[src/hw/fe_cfg_pkg.sv]
/*
  fe_cfg_pkg: register indices, field positions, codes and the output
  bundle of the front-end clock and switch configuration bank.
  Assumes one system clock; the bank and its testbench are the users of these names.
*/
package fe_cfg_pkg;

  // register indices on the configuration port
  localparam logic [3:0] ADDR_OSC    = 4'h4;  // oscillator_control
  localparam logic [3:0] ADDR_MEMDIV = 4'h5;  // memory_clock_divider
  localparam logic [3:0] ADDR_HFSRC  = 4'h6;  // hf_clock_source
  localparam logic [3:0] ADDR_TRIG   = 4'h7;  // trigger_symmetry_control
  localparam logic [3:0] ADDR_DCHG   = 4'h8;  // discharge_resistor_control
  localparam logic [3:0] ADDR_CHGAUX = 4'h9;  // charge_aux_control
  localparam logic [3:0] ADDR_SENSOR = 4'hA;  // sensor_mode_flags
  localparam int         NUM_REGS    = 7;
  localparam logic [7:0] REG_RESET   = 8'h00;

  // oscillator_control fields
  localparam int OSC_DIS_BIT   = 7;
  localparam int OSC_GAIN_BIT  = 6;
  localparam int OSC_QDIV_BIT  = 5;
  localparam int OSC_AUTO_BIT  = 4;
  localparam int OSC_HALT_BIT  = 3;
  localparam int OSC_RUN_LSB   = 0;

  // run policy codes and warm-up lengths in low-frequency periods
  localparam logic [2:0] RUN_STOP   = 3'h0;
  localparam logic [2:0] RUN_CONT   = 3'h1;
  localparam logic [2:0] RUN_LAT31  = 3'h2;
  localparam logic [2:0] RUN_LAT2   = 3'h3;
  localparam logic [2:0] RUN_LAT1   = 3'h6;
  localparam logic [4:0] LAT_SHORT  = 5'h01;
  localparam logic [4:0] LAT_MID    = 5'h02;
  localparam logic [4:0] LAT_LONG   = 5'h1F;
  localparam logic [1:0] QDIV_LAST  = 2'h3;

  // memory clock divider field
  localparam int         MEMDIV_W   = 6;

  // hf source codes
  localparam logic [2:0] HF_INT1 = 3'h1;
  localparam logic [2:0] HF_INT2 = 3'h2;
  localparam logic [2:0] HF_EXT  = 3'h4;

  // hf_clock_source and trigger_symmetry_control fields
  localparam int HF_SEL_LSB   = 0;
  localparam int TRG_DUM_BIT  = 4;
  localparam int TRG_SYM_BIT  = 3;
  localparam int TRG_INV_BIT  = 2;
  localparam int TRG_SEL_LSB  = 0;

  // discharge_resistor_control fields
  localparam int DCH_UP_LSB   = 6;
  localparam int DCH_LO_LSB   = 4;
  localparam int DCH_INT_BIT  = 3;
  localparam int DCH_EXT_BIT  = 1;
  localparam int DCH_MEG_BIT  = 0;

  // charge_aux_control fields
  localparam int AUX_PD_BIT   = 6;
  localparam int AUX_CAP_BIT  = 5;
  localparam int ERLY_BIT     = 4;
  localparam int HOLD_BIT     = 3;
  localparam int XHOLD_BIT    = 2;
  localparam int CHG_SEL_LSB  = 0;

  // sensor_mode_flags fields
  localparam int SNS_FLT_BIT  = 0;
  localparam int SNS_MISC_LSB = 1;

  // outputs that steer the analog front end
  typedef struct packed {
    logic       hfInt1;
    logic       hfInt2;
    logic       hfExt;
    logic       dummyOn;
    logic       trigSym;
    logic       senseInvert;
    logic [1:0] trigSel;
    logic [3:0] upperRes;
    logic [3:0] lowerRes;
    logic       megOn;
    logic       dchgIntOn;
    logic       dchgExtOn;
    logic       auxActive;
    logic       auxCapInt;
    logic       earlyRelease;
    logic       holdOn;
    logic       extHold;
    logic [3:0] chargeRes;
    logic       floating;
    logic [6:0] sensorMisc;
  } feCtrl_s;

  // state of the oscillator warm-up sequencer
  typedef enum logic [1:0] {
    ST_IDLE = 2'b00,
    ST_WARM = 2'b01,
    ST_MEAS = 2'b11
  } warm_e;

endpackage

[src/hw/frontend_clock_config_regs.sv]
/*
  frontend_clock_config_regs: configuration registers 4 to 10 of the
  capacitance front end, the external oscillator gate with warm-up
  sequencing, the quarter divider and the memory clock divider.
  Assumes the external oscillator and low-frequency clock arrive as
  asynchronous pin levels, and that the register port and measurement
  handshake are driven from sys_clk logic.
*/
// Behaviour
// - disable bit set shuts the oscillator off
// - gain trim selects low or high gain
// - quarter bit divides oscillator ticks by four
// - run code 0 stops, 1 runs always
// - pulsed codes warm up 1, 2, 31 periods
// - memory clock divides low clock by 1..126
// - hf source codes 1, 2, 4 select sources
// - dummy symmetry on when bit cleared
// - upper ports discharge resistor code select
// - lower and special ports resistor select
// - enables switch on-chip and off-chip discharge
// - megohm bit replaces lower path resistor only
// - aux pull-down off bit activates port
// - early release, hold, external hold controls
// - charging resistor one of four codes
// - sensor flag bit zero selects floating
`timescale 1ns/1ns
module frontend_clock_config_regs
  import fe_cfg_pkg::*;
(
  // clock and reset
  input  wire logic             sys_clk,
  input  wire logic             rst,
  // configuration port
  input  wire logic             cfgWrEn,
  input  wire logic [3:0]       cfgAddr,
  input  wire logic [7:0]       cfgWrData,
  output logic      [7:0]       cfgRdData,
  // asynchronous clock pins
  input  wire logic             extOscPin,
  input  wire logic             lfClkPin,
  // measurement handshake
  input  wire logic             measReq,
  input  wire logic             measDone,
  output logic                  measGo,
  output logic                  measReady,
  // clock generator controls
  output logic                  oscEnable,
  output logic                  oscGainHigh,
  output logic                  oscTick,
  output logic                  memClkEn,
  // analog front-end switches
  output fe_cfg_pkg::feCtrl_s   feCtrl
);
  import fe_cfg_pkg::*;

  // one-hot select for the four-way resistor ladders
  function automatic logic [3:0] resOneHot(input logic [1:0] code);
    resOneHot = 4'h1 << code;
  endfunction

  // register storage, index 0 is oscillator_control
  logic [7:0]  regs_ff [NUM_REGS];
  logic [3:0]  regAddr [NUM_REGS];
  assign regAddr[0] = ADDR_OSC;
  assign regAddr[1] = ADDR_MEMDIV;
  assign regAddr[2] = ADDR_HFSRC;
  assign regAddr[3] = ADDR_TRIG;
  assign regAddr[4] = ADDR_DCHG;
  assign regAddr[5] = ADDR_CHGAUX;
  assign regAddr[6] = ADDR_SENSOR;

  // every register is a plain byte, written whole, reset to zero
  genvar gi;
  generate
    for (gi = 0; gi < NUM_REGS; gi++) begin : g_reg
      always_ff @(posedge sys_clk) begin
        if (rst) begin
          regs_ff[gi] <= REG_RESET;
        end else if (cfgWrEn && cfgAddr == regAddr[gi]) begin
          regs_ff[gi] <= cfgWrData;
        end
      end
    end
  endgenerate

  // read mux; unmapped indices answer zero
  logic [7:0] nxt_rdData;
  always_comb begin
    nxt_rdData = 8'h00;
    for (int i = 0; i < NUM_REGS; i++) begin
      if (cfgAddr == regAddr[i]) begin
        nxt_rdData = regs_ff[i];
      end
    end
  end

  always_ff @(posedge sys_clk) begin
    if (rst) begin
      cfgRdData <= REG_RESET;
    end else begin
      cfgRdData <= nxt_rdData;
    end
  end

  // named views of the register fields
  wire [7:0] oscReg   = regs_ff[0];
  wire [7:0] memReg   = regs_ff[1];
  wire [7:0] hfReg    = regs_ff[2];
  wire [7:0] trigReg  = regs_ff[3];
  wire [7:0] dchgReg  = regs_ff[4];
  wire [7:0] chgReg   = regs_ff[5];
  wire [7:0] sensReg  = regs_ff[6];
  wire       oscOff   = oscReg[OSC_DIS_BIT];
  wire       quarter  = oscReg[OSC_QDIV_BIT];
  wire [2:0] runCode  = oscReg[OSC_RUN_LSB +: 3];
  // reserved bits 4 and 3 are only stored and read back
  // nothing decodes them, so a write there cannot move the oscillator
  wire [MEMDIV_W-1:0] memCode = memReg[MEMDIV_W-1:0];
  // source and resistor select codes
  wire [2:0] hfSel    = hfReg[HF_SEL_LSB +: 3];
  wire [1:0] upCode   = dchgReg[DCH_UP_LSB +: 2];
  wire [1:0] loCode   = dchgReg[DCH_LO_LSB +: 2];
  wire [1:0] chgCode  = chgReg[CHG_SEL_LSB +: 2];
  wire       megSel   = dchgReg[DCH_MEG_BIT];

  // pulsed policy and its warm-up length in low-frequency periods
  logic       pulsed;
  logic [4:0] latency;
  always_comb begin
    pulsed  = 1'b1;
    latency = LAT_SHORT;
    case (runCode)
      RUN_LAT1:  latency = LAT_SHORT;
      RUN_LAT2:  latency = LAT_MID;
      RUN_LAT31: latency = LAT_LONG;
      default:   pulsed  = 1'b0;
    endcase
  end
  wire contMode = (runCode == RUN_CONT) && !oscOff;
  wire pulseOk  = pulsed && !oscOff;

  // three-stage synchronisers; a level counts once stages 2 and 3 agree
  logic [2:0] extSync_ff;
  logic [2:0] lfSync_ff;
  logic       extLvl_ff;
  logic       lfLvl_ff;
  always_ff @(posedge sys_clk) begin
    if (rst) begin
      extSync_ff <= 3'h0;
      lfSync_ff  <= 3'h0;
      extLvl_ff  <= 1'b0;
      lfLvl_ff   <= 1'b0;
    end else begin
      extSync_ff <= {extSync_ff[1:0], extOscPin};
      lfSync_ff  <= {lfSync_ff[1:0], lfClkPin};
      if (extSync_ff[1] == extSync_ff[2]) begin
        extLvl_ff <= extSync_ff[2];
      end
      if (lfSync_ff[1] == lfSync_ff[2]) begin
        lfLvl_ff <= lfSync_ff[2];
      end
    end
  end
  // rising edges of the filtered levels
  wire extRise = (extSync_ff[1] == extSync_ff[2]) && extSync_ff[2] &&
                 !extLvl_ff;
  wire lfTick = (lfSync_ff[1] == lfSync_ff[2]) && lfSync_ff[2] && !lfLvl_ff;

  // warm-up sequencer: pulsed mode starts the oscillator per measurement
  warm_e      state_ff;
  warm_e      nxt_state;
  logic [4:0] warmCnt_ff;
  logic [4:0] nxt_warmCnt;
  wire        warmDone = lfTick && (warmCnt_ff == latency - LAT_SHORT);
  always_comb begin
    nxt_state   = state_ff;
    nxt_warmCnt = warmCnt_ff;
    case (state_ff)
      ST_IDLE: begin
        nxt_warmCnt = 5'h00;
        if (measReq && contMode) begin
          nxt_state = ST_MEAS;
        end else if (measReq && pulseOk) begin
          nxt_state = ST_WARM;
        end
      end
      ST_WARM: begin
        // leaving the pulsed codes or setting disable mid warm-up abandons the measurement
        if (!pulseOk) begin
          nxt_state = ST_IDLE;
        end else if (warmDone) begin
          nxt_state = ST_MEAS;
        end else if (lfTick) begin
          nxt_warmCnt = warmCnt_ff + 5'h01;
        end
      end
      ST_MEAS: begin
        if (measDone || oscOff) begin
          nxt_state = ST_IDLE;
        end
      end
      default: nxt_state = ST_IDLE;
    endcase
  end

  always_ff @(posedge sys_clk) begin
    if (rst) begin
      state_ff   <= ST_IDLE;
      warmCnt_ff <= 5'h00;
    end else begin
      state_ff   <= nxt_state;
      warmCnt_ff <= nxt_warmCnt;
    end
  end

  // oscillator gate: disable wins, then continuous, then pulsed window
  wire nxt_oscEnable = !oscOff &&
                       (contMode || (pulseOk && nxt_state != ST_IDLE));
  wire nxt_measGo    = (nxt_state == ST_MEAS) && (state_ff != ST_MEAS);

  // quarter divider counts oscillator edges only while running
  logic [1:0] qCnt_ff;
  wire        qHit = !quarter || (qCnt_ff == QDIV_LAST);
  always_ff @(posedge sys_clk) begin
    if (rst) begin
      qCnt_ff <= 2'h0;
      oscTick <= 1'b0;
    end else begin
      oscTick <= oscEnable && extRise && qHit;
      if (!oscEnable || !quarter) begin
        qCnt_ff <= 2'h0;
      end else if (extRise) begin
        qCnt_ff <= qCnt_ff + 2'h1;
      end
    end
  end

  // memory clock: divide by 1 at code 0, otherwise by twice the code
  logic [6:0] memCnt_ff;
  wire  [6:0] memDiv  = (memCode == '0) ? 7'h01 : {memCode, 1'b0};
  wire        memWrap = (memCnt_ff + 7'h01) >= memDiv;
  always_ff @(posedge sys_clk) begin
    if (rst) begin
      memCnt_ff <= 7'h00;
      memClkEn  <= 1'b0;
    end else begin
      memClkEn <= lfTick && memWrap;
      if (lfTick) begin
        memCnt_ff <= memWrap ? 7'h00 : memCnt_ff + 7'h01;
      end
    end
  end

  // front-end decode; divider setting for 35 kHz is left to software
  feCtrl_s nxt_feCtrl;
  always_comb begin
    nxt_feCtrl              = '0;
    nxt_feCtrl.hfInt1       = hfSel == HF_INT1;
    nxt_feCtrl.hfInt2       = hfSel == HF_INT2;
    nxt_feCtrl.hfExt        = hfSel == HF_EXT;
    nxt_feCtrl.dummyOn      = !trigReg[TRG_DUM_BIT];
    nxt_feCtrl.trigSym      = trigReg[TRG_SYM_BIT];
    nxt_feCtrl.senseInvert  = trigReg[TRG_INV_BIT];
    nxt_feCtrl.trigSel      = trigReg[TRG_SEL_LSB +: 2];
    nxt_feCtrl.upperRes     = resOneHot(upCode);
    // the megohm path removes the kilo-ohm ladder from lower ports only
    nxt_feCtrl.megOn        = megSel;
    nxt_feCtrl.lowerRes     = megSel ? 4'h0 :
                              resOneHot(loCode);
    nxt_feCtrl.dchgIntOn    = dchgReg[DCH_INT_BIT];
    nxt_feCtrl.dchgExtOn    = dchgReg[DCH_EXT_BIT];
    nxt_feCtrl.auxActive    = chgReg[AUX_PD_BIT];
    nxt_feCtrl.auxCapInt    = chgReg[AUX_CAP_BIT];
    nxt_feCtrl.earlyRelease = chgReg[ERLY_BIT];
    nxt_feCtrl.holdOn       = chgReg[HOLD_BIT];
    nxt_feCtrl.extHold      = chgReg[XHOLD_BIT];
    nxt_feCtrl.chargeRes    = resOneHot(chgCode);
    nxt_feCtrl.floating     = sensReg[SNS_FLT_BIT];
    nxt_feCtrl.sensorMisc   = sensReg[SNS_MISC_LSB +: 7];
  end

  // all top-level outputs leave from flip-flops
  always_ff @(posedge sys_clk) begin
    if (rst) begin
      oscEnable   <= 1'b0;
      oscGainHigh <= 1'b0;
      measGo      <= 1'b0;
      measReady   <= 1'b0;
      feCtrl      <= '0;
    end else begin
      oscEnable   <= nxt_oscEnable;
      oscGainHigh <= oscReg[OSC_GAIN_BIT];
      measGo      <= nxt_measGo;
      measReady   <= nxt_state == ST_MEAS;
      feCtrl      <= nxt_feCtrl;
    end
  end

  // checks
  AST_OSC_OFF: assert property (
    @(posedge sys_clk) disable iff (rst) oscOff |=> !oscEnable)
    else $error("oscillator enabled while disabled");

  AST_GAIN_WRITE: assert property (
    @(posedge sys_clk) disable iff (rst)
    cfgWrEn && cfgAddr == ADDR_OSC |-> ##2
    oscGainHigh == $past(cfgWrData[OSC_GAIN_BIT], 2))
    else $error("gain output does not follow write");

  AST_QUARTER_SKIP: assert property (
    @(posedge sys_clk) disable iff (rst)
    extRise && quarter && qCnt_ff != QDIV_LAST |=> !oscTick)
    else $error("quarter divider ticked early");

  AST_CONT_RUN: assert property (
    @(posedge sys_clk) disable iff (rst)
    contMode |=> oscEnable)
    else $error("continuous mode not running");

  AST_STOP_IDLE: assert property (
    @(posedge sys_clk) disable iff (rst)
    runCode == RUN_STOP && state_ff == ST_IDLE && !measReq |=> !oscEnable)
    else $error("oscillator running in stop code");

  AST_WARM_END: assert property (
    @(posedge sys_clk) disable iff (rst)
    state_ff == ST_WARM && pulseOk && warmDone |=>
    state_ff == ST_MEAS && measGo && oscEnable)
    else $error("warm-up did not end in measurement");

  AST_WARM_HOLD: assert property (
    @(posedge sys_clk) disable iff (rst)
    state_ff == ST_WARM && !lfTick && pulseOk |=> state_ff == ST_WARM)
    else $error("warm-up left without a low clock edge");

  AST_MEM_DIV1: assert property (
    @(posedge sys_clk) disable iff (rst)
    memCode == '0 && lfTick |=> memClkEn)
    else $error("divide by one missed a tick");

  AST_HF_EXT: assert property (
    @(posedge sys_clk) disable iff (rst)
    hfSel == HF_EXT |=> feCtrl.hfExt && !feCtrl.hfInt1)
    else $error("external hf source not selected");

  AST_MEG_LOWER: assert property (
    @(posedge sys_clk) disable iff (rst)
    feCtrl.megOn |-> feCtrl.lowerRes == 4'h0 && feCtrl.upperRes != 4'h0)
    else $error("megohm option touched the wrong ladder");

endmodule

[config.mk]
export PLATFORM = sky130hd
export DESIGN_NAME = frontend_clock_config_regs
export DESIGN_NICKNAME = d
export VERILOG_FILES = /design/src/hw/fe_cfg_pkg.sv /design/src/hw/frontend_clock_config_regs.sv
export SDC_FILE = /design/constraint.sdc
export NUM_CORES = 1
export LEC_CHECK = 0
export CORE_AREA = 2 2 102 104
export CTS_BUF_LIST = sky130_fd_sc_hd__clkbuf_16
export DETAILED_ROUTE_END_ITERATION = 8
export DIE_AREA = 0 0 104 106
export DONT_BUFFER_PORTS = 1
export PLACE_DENSITY_LB_ADDON = 0.2
export RECOVER_POWER = 50
export SLEW_MARGIN = 20
export SYNTH_ARGS = -nofsm -noshare
export SYNTH_HDL_FRONTEND = slang
export SYNTH_SLANG_ARGS = --single-unit
[constraint.sdc]
create_clock -name sys_clk -period 1.9 [get_ports sys_clk]
set_input_delay 0.095 -clock sys_clk [delete_from_list [all_inputs] [get_ports sys_clk]]
set_output_delay 0.095 -clock sys_clk [all_outputs]
set_load 0.05 [all_outputs]
==> metrics.sh, run 1 <==
GLOBALPLACE.CONGESTION=0.859
WIRE_LENGTH_OF_THE_FIRST_GLOBAL_ROUTING_PASS_UM=18400
CLOCK_SINK_COUNT=130
DRT.ANTENNA.VIOLATING_NETS=0
SYNTH_TOP_AREA_FRAC=0.316
CRITPATHTOPFAMILY='simple AND/OR/NAND/NOR gates'
POST_LAYOUT_NONFILLER_INSTANCES=644
WORST_PATH_BUF_INV=0
DIE_AREA_UM2=11000
SYNTH_SEQ_CELLS=130
SYNTHESIS.AREA_PER_INSTANCE_UM2=11.8
STARTING_DRT_DRC_COUNT=268
DOMINANT_CELL_TYPE_BY_AREA_AFTER_SYNTHESIS='sky130_fd_sc_hd__edfxtp_1'
FLOORPLAN.ROWS=37
MIN-DELAY-PATH-CLASS='in -> reg'
COUNT_OF_INSERTED_ANTENNA_DIODE_CELLS=0
TIMING.CRITICAL_PATH.SLOWEST_CELL_DELAY_NS=0.44
CLOCK_INSERTION_DELAY_WORST_SKEW_NS=0.41
SYNTH_AREA_UM2=5310
GATE_COUNT_AFTER_TECHNOLOGY_MAPPING=450
TOTALPOWERFINAL_W=0.00689
PLACE_WS_NS=-0.235
TIMING.MAX_CAP.VIOLATIONS=0
DETAIL_ROUTE.WIRELENGTH_UM=11900
YOSYSWARNINGCOUNT=0
ROUTED_VIA_COUNT=3616
LEAKAGE_nW=2.42
GRT_SETUP_UNREPAIRED='yes'
FINAL.MIN_CLOCK_PERIOD_NS=2.04
SETUP_TNS_NS=-0.775
IR_DROP_uV=730
INITIAL_CORE_UTIL=0.531
DRT-PASS1-ITER-COUNT=5
FAILING_CHECKS='setup timing'
NUMBER_OF_DISTINCT_LIBRARY_CELLS_AFTER_SYNTHESIS=54
SYNTH_FP_NETS=481
MAXSLEWHEADROOM=0.579
PERIOD_SHARE=1.07
DESIGN.PORTCOUNT=69
DP_HPWL_UM=7590
FLOORPLAN.CORE_AREA_UM2=10000
CLOCK_POWER_SHARE=0.470
GRT_PASS1_VIAS=3481
SHARE_SEQ_OF_TOTAL_POWER=0.478
ANTENNA_VIOLATIONS_BEFORE_REPAIR=0
SETUP.WORST_PATH.CLASS='reg -> reg'
GRT.TOTAL_USAGE=0.223
SYNTH_ENABLE_FLOP_CELLS=56
SWITCHINGPOWER_W=0.00160
AREA_GROWTH_SYN_TO_LAYOUT_PCT=22.3
ROUTE.DETAILED.DRC=0
INTPOWER_W=0.00529
MAXIMUM_NUMBER_OF_BUFFERS_FROM_CLOCK_ROOT_TO_SINK=2
WL_PER_CELL_UM=18.5
POSTLAYOUTCOREUTIL=0.650
CLOCK.FMAX_GHz=0.490
WORST_SETUP_PATH_START_KIND='flip-flop'
NETLIST_TOP_CELLS_COUNT='sky130_fd_sc_hd__dfxtp_1, sky130_fd_sc_hd__and2_1, sky130_fd_sc_hd__edfxtp_1, sky130_fd_sc_hd__nor2b_1, sky130_fd_sc_hd__nor2_1'
CRITICAL_PATH.ENDPOINT_TYPE='flip-flop'
SHARE_OF_CELLS_ABOVE_DRIVE_STRENGTH_1=0.181
CLK_PIN_SLEW_WORST_PATHS_NS=0.06
FINAL_SETUP_VIOLATION_COUNT=7
FP.DIEH_UM=106
TIMING.CRITICAL_PATH.FANOUT_MAX=6
OVERFLOW_LEFT_AFTER_GLOBAL_ROUTING=0
CLOCK-ROOT-BUFFER='sky130_fd_sc_hd__clkbuf_16'
GRT_START_MAX_NET_PINS=67
CRITICAL_PATH_ARRIVAL_NS=2.34
DIEWIDTH_UM=104
SWITCH_SHARE=0.232
NUMCTSBUFFERS=17
WORSTMARGINPINSLEW_NS=0.630
POST-SYNTH-TOP-COUNT-CELL='sky130_fd_sc_hd__dfxtp_1'
FIN_SKEW_NS=0.00537
VIA_PER_INST=5.61
SYNTH.TOP_CELLS.BY_AREA='sky130_fd_sc_hd__edfxtp_1, sky130_fd_sc_hd__dfxtp_1, sky130_fd_sc_hd__and2_1, sky130_fd_sc_hd__nor2b_1, sky130_fd_sc_hd__mux4_2'
CTS_TREE='done'
RUN_STATUS='finished with violations'
FINAL_HOLD_VIOL_COUNT=0
SYNTHFLOPTYPE='sky130_fd_sc_hd__dfxtp_1'
PWR_DENSITY_CELL_nW_PER_UM2=1060
SYNTH_SEQ_AREA_SHARE=0.595
NFILLCELLS=780
NUMPORTBUFFERS=0
FINAL_MAX_SLEW_VIOL_COUNT=0
DPL.CELL_COUNT=591
WORST-ENDPOINT-REQUIRED_NS=2.20
FINISH.NET_COUNT=526
WORST_PATH_MAX_DELAY_CELL='sky130_fd_sc_hd__or3_4'
CTS.HTREE.LEVELS=4
COMB_POWER_SHARE=0.051
CRITICAL_PATH.CELL_CHAIN='ha_4, nand2_2, nor2_2, xor2_1, ha_1, nand3_2, or3_4, a32o_1'
POST-ROUTE-WORST-SETUP-SLACK_NS=-0.139
SYNTH_ASYNC_SR_FLOP_SHARE=0
==> layout by cell type, fill, tap and decap left out, drive strengths merged, types with 7 or more instances in the layout <==
cell,netlist,routed
a21oi,15,15
and2,56,56
buf,4,25
clkbuf,14,26
dfxtp,74,74
dlygate4sd3,0,14
edfxtp,56,56
ha,12,12
inv,11,16
mux4,8,8
nand2,21,21
nand2b,7,7
nor2,33,33
nor2b,34,34
nor3,11,11
o21ai,11,11
==> cell type report <==
type	count	area (um2)	area share
clock buffers	21	526	0.0809
clock inverters	11	76.3	0.0117
well taps	136	170	0.0262
flip-flops and latches	130	3170	0.488
multi-input cells	291	2140	0.329
repair buffers	44	374	0.0576
inverters	11	41.3	0.00636
==> metal layers <==
layer | global-route usage | part of all wire
met5 | 0 | 0
met3 | 0.0644 | 0.077
met2 | 0.350 | 0.48
met1 | 0.295 | 0.43
met4 | 0.0878 | 0.014
==> path summary, 6_finish.rpt <==
check,start,end,slack [ns],depth (start not counted)
worst max-delay path,memCnt_ff[0],memCnt_ff[3],-0.14,8
worst max register to register,memCnt_ff[0],memCnt_ff[3],-0.14,8
worst min register to register,lfSync_ff[0],lfSync_ff[1],0.44,1
worst min-delay path,rst,feCtrl[32],0.02,2
==> what timing repair did <==
action,in CTS,in global routing
buffers inserted,4,2
setup endpoints to repair,8,10
endpoints found under the hold margin,124,0
hold buffers,15,0
gates resized for setup,10,15
pin swaps,10,8
==> registers in the layout, summed over array words and instances, names as in the netlist <==
register	cells
qCnt_ff	2
memCnt_ff	7
warmCnt_ff	5
measReady	1
oscTick	1
cfgRdData	8
measGo	1
memClkEn	1
regs_ff	56
state_ff	2
extSync_ff	3
feCtrl	36
extLvl_ff	1
oscGainHigh	1
lfLvl_ff	1
oscEnable	1
lfSync_ff	3
==> power by group through the flow <==
stage	sequential [W]	combinational, W	clock (W)
floorplan	0.00333	0.000216	0
detailed placement	0.00335	0.000263	0
finish	0.00330	0.000355	0.00324
CTS	0.00330	0.000348	0.00327
global route	0.00331	0.000382	0.00339
global placement	0.00335	0.000258	0
==> stage by stage <==
stage / hold slack (ns) / area [um2]
after floorplan: 0.223 / 5330
after global placement: 0.169 / 5600
after detailed placement: 0.168 / 5600
after CTS: 0.00714 / 6450
after global routing: 0.0154 / 6500
final: 0.0185 / 6500
==> kinds of logic (layout without fill, tap and decap cells) <==
family | count (synthesis) | count (layout) | synth area share
simple gates | 199 | 199 | 0.215
flops | 130 | 130 | 0.595
compound gates | 61 | 61 | 0.0862
buf+inv | 29 | 87 | 0.0212
mux | 13 | 13 | 0.0438
fa+ha+maj | 12 | 12 | 0.0283
xor+xnor | 6 | 6 | 0.00989
Power figures use the tool's default switching activity.
==> inputs of run 2 (changes only) <==
--- a/config.mk
+++ b/config.mk
@@ -6,7 +6,7 @@
 export NUM_CORES = 1
 export LEC_CHECK = 0
 export CORE_AREA = 2 2 102 104
-export CTS_BUF_LIST = sky130_fd_sc_hd__clkbuf_16
+export CTS_BUF_LIST = sky130_fd_sc_hd__clkbuf_4
 export DETAILED_ROUTE_END_ITERATION = 8
 export DIE_AREA = 0 0 104 106
 export DONT_BUFFER_PORTS = 1
==> run 2 against run 1 <==
Net effect:
- the flow still finishes with violations (setup timing)
- die area unchanged
- count of clock-buffer cells in the layout shrank 2
- setup slack about the same
- maximum frequency about the same
- first-iteration DRC count is 3.7% higher
- clock power is 33% lower
- critical endpoint is now memCnt_ff[5]
- largest cell class unchanged
- largest power group unchanged
==> metrics.sh, run 2 (same netlist as run 1, synthesis figures left out) <==
FF_LATCH_AREA_UM2=3180  # +0.12%
FINAL_MAX_SLEW_VIOL_COUNT=0  # unchanged
WORST_SETUP_PATH_START_KIND='flip-flop'
WORST_HOLD_PATH.NUM_CELLS=3  # +1
SETUP_TNS_NS=-0.840  # -0.0649 ns
RUN_STATUS='finished with violations'
DP_HPWL_UM=7590  # unchanged
CRITPATHTOPFAMILY='simple AND/OR/NAND/NOR gates'
FIN_SKEW_NS=0.0163  # +0.0110 ns
AREA_OF_THE_MULTI_INPUT_GATES_UM2=2160  # +1.0%
MAXIMUM_NUMBER_OF_BUFFERS_FROM_CLOCK_ROOT_TO_SINK=2  # unchanged
FLOORPLAN.ROWS=37  # unchanged
CLOCK_SINK_COUNT=130  # unchanged
DRT-PASS1-ITER-COUNT=4  # -1
AREA_GROWTH_SYN_TO_LAYOUT_PCT=19.2
WORST-ENDPOINT-REQUIRED_NS=2.32  # +0.12 ns
OVERFLOW_LEFT_AFTER_GLOBAL_ROUTING=0  # unchanged
DIE_AREA_UM2=11000  # unchanged
COUNT_OF_INSERTED_ANTENNA_DIODE_CELLS=0  # unchanged
ROUTE.DETAILED.DRC=0  # unchanged
LARGESTREGISTERS='regs_ff x56, feCtrl x36, cfgRdData x8'
WORST_PATH_MAX_DELAY_CELL='sky130_fd_sc_hd__dfxtp_4'
CLOCK_INSERTION_DELAY_WORST_SKEW_NS=0.53  # +0.12 ns
WIRE_LENGTH_OF_THE_FIRST_GLOBAL_ROUTING_PASS_UM=18400  # +0.11%
GRT.TOTAL_USAGE=0.223  # about the same
POST_LAYOUT_NONFILLER_INSTANCES=652  # +1.2%
SHARE_OF_CELLS_ABOVE_DRIVE_STRENGTH_1=0.196  # +0.0146
TIMING.CRITICAL_PATH.FANOUT_MAX=6  # unchanged
LARGEST_REGISTER_FF_COUNT=56  # unchanged
CTS_TREE='done'
DESIGN.PORTCOUNT=69  # unchanged
STARTING_DRT_DRC_COUNT=278  # +3.7%
FINISH.NET_COUNT=534  # +1.5%
ROUTED_VIA_COUNT=3571  # -1.2%
TIMING.CRITICAL_PATH.SLOWEST_CELL_DELAY_NS=0.38  # -0.06 ns
DETAIL_ROUTE.WIRELENGTH_UM=12000  # +0.37%
WL_PER_CELL_UM=18.4  # -0.86%
DRT.ANTENNA.VIOLATING_NETS=0  # unchanged
MIN-DELAY-PATH-CLASS='in -> reg'
FINAL.MIN_CLOCK_PERIOD_NS=2.04  # -0.000423 ns
POST-ROUTE-WORST-SETUP-SLACK_NS=-0.139  # +0.000423 ns
GRT_SETUP_UNREPAIRED='yes'
CLOCK.FMAX_GHz=0.491  # about the same
CRIT_TOP_CELL='sky130_fd_sc_hd__buf_4'
WORST-R2R-CELL-COUNT=9  # +1
DPL.CELL_COUNT=591  # unchanged
MAXSLEWHEADROOM=0.600  # +0.0211
CTS.HTREE.LEVELS=4  # unchanged
FINAL_SETUP_VIOLATION_COUNT=7  # unchanged
GLOBALPLACE.CONGESTION=0.859  # unchanged
FP.DIEH_UM=106  # unchanged
IR_DROP_uV=727  # -0.36%
FLOORPLAN.CORE_AREA_UM2=10000  # unchanged
SETUP.WORST_PATH.CLASS='reg -> reg'
LEAKAGE_nW=2.34  # -3.1%
INITIAL_CORE_UTIL=0.531  # unchanged
PERIOD_SHARE=1.07  # about the same
WORSTMARGINPINSLEW_NS=0.595  # -0.0350 ns
DIEWIDTH_UM=104  # unchanged
ANTENNA_VIOLATIONS_BEFORE_REPAIR=0  # unchanged
NUMCTSBUFFERS=17  # unchanged
CRITICAL_PATH_ARRIVAL_NS=2.46  # +0.12 ns
GRT_PASS1_VIAS=3509  # +0.80%
FAILING_CHECKS='setup timing'
LAYOUT_COMMONEST_CELL='sky130_fd_sc_hd__dfxtp_1'
PLACED_AREA_UM2=5600  # unchanged
NFILLCELLS=812  # +4.1%
CRITICAL_PATH.CELL_CHAIN='buf_4, nand2_2, nor2_4, xor2_2, ha_1, buf_4, nand3_2, or3_4, a32o_1'
GRT_START_MAX_NET_PINS=74  # +10%
REGISTERS.TOP_BY_FF_COUNT='regs_ff'
CLOCK-ROOT-BUFFER='sky130_fd_sc_hd__clkbuf_4'
MOSTFREQUENTLAYOUTCELLS='sky130_fd_sc_hd__dfxtp_1, sky130_fd_sc_hd__edfxtp_1, sky130_fd_sc_hd__and2_1'
FINAL_HOLD_VIOL_COUNT=0  # unchanged
CRITICAL_PATH.ENDPOINT_TYPE='flip-flop'
PWR_DENSITY_CELL_nW_PER_UM2=920  # -13%
POSTLAYOUTCELLAREA_UM2=6340  # -2.5%
NUMPORTBUFFERS=0  # unchanged
VIA_PER_INST=5.48  # -2.5%
CLK_PIN_SLEW_WORST_PATHS_NS=0.11  # +0.05 ns
TIMING.HOLD.WS_NS=0.00882  # -0.00972 ns
TIMING.MAX_CAP.VIOLATIONS=0  # unchanged
CRITICAL_PATH_CELL_COUNT=9  # +1
WORST_PATH_BUF_INV=2  # +2
PLACE_WS_NS=-0.235  # unchanged
[run 2: changes by cell type in the layout (fill, tap and decap cells not counted), moves of 3 or more]
cell                            previous run  this run
sky130_fd_sc_hd__and2_1                   30        36
sky130_fd_sc_hd__bufinv_16                 1         5
sky130_fd_sc_hd__buf_4                    22        25
sky130_fd_sc_hd__clkbuf_4                  0        19
sky130_fd_sc_hd__dfxtp_2                   1         4
sky130_fd_sc_hd__dfxtp_1                  71        68
sky130_fd_sc_hd__clkbuf_16                21         0
sky130_fd_sc_hd__dlygate4sd3_1            14        20
sky130_fd_sc_hd__and2_0                   26        20
[run 2: per-layer routing]
| layer | part of all wire | wire (um) | track usage |
|---|---|---|---|
| met1 | 0.43 | 5170 | 0.296 |
| met2 | 0.47 | 5670 | 0.349 |
| met3 | 0.085 | 1010 | 0.0803 |
| met4 | 0.0093 | 111 | 0.0627 |
| met5 | 0 | 0 | 0 |
[run 2: repair_timing]
item | 4_1_cts | 5_1_grt
pin swaps | 3 | 8
gates resized for setup | 20 | 13
hold buffers | 23 | 0
cloned | 0 | 0
setup endpoints to repair | 8 | 11
buffers inserted | 3 | 4
hold endpoints to repair | 181 | 0
[run 2: stage by stage]
step | util | total power, W
global placement | 0.560 | 0.00361
floorplan | - | 0.00354
global route | 0.634 | 0.00602
detailed placement | 0.560 | 0.00362
finish | 0.634 | 0.00583
CTS | 0.629 | 0.00586
[run 2: tightest hold or removal path: cells and delay by family]
family | cells | cell delay (ns)
simple gates | 1 | 0.05
compound gates | 1 | 0.14
mux | 1 | 0.20
[run 2: path summary, 6_finish.rpt]
check,startpoint,to,slack [ns]
worst max register to register,memCnt_ff[0],memCnt_ff[5],-0.14
worst min register to register,lfSync_ff[0],lfSync_ff[1],0.46
worst min-delay path,cfgAddr[0],cfgRdData[4],0.009
worst max-delay path,memCnt_ff[0],memCnt_ff[5],-0.14
[run 2: power by group]
group / internal (W) / total (W) / switching, W
sequential: 0.00304 / 0.00329 / 0.000252
clock: 0.00119 / 0.00217 / 0.000982
combinational: 0.000172 / 0.000368 / 0.000197
[run 2: area by class of cell]
class | instances | area share
Clock buffer | 19 | 0.0225
Clock inverter | 13 | 0.0298
Inverter | 11 | 0.00652
Multi-Input combinational cell | 291 | 0.341
Sequential cell | 130 | 0.501
Tap cell | 136 | 0.0269
Timing Repair Buffer | 52 | 0.0725
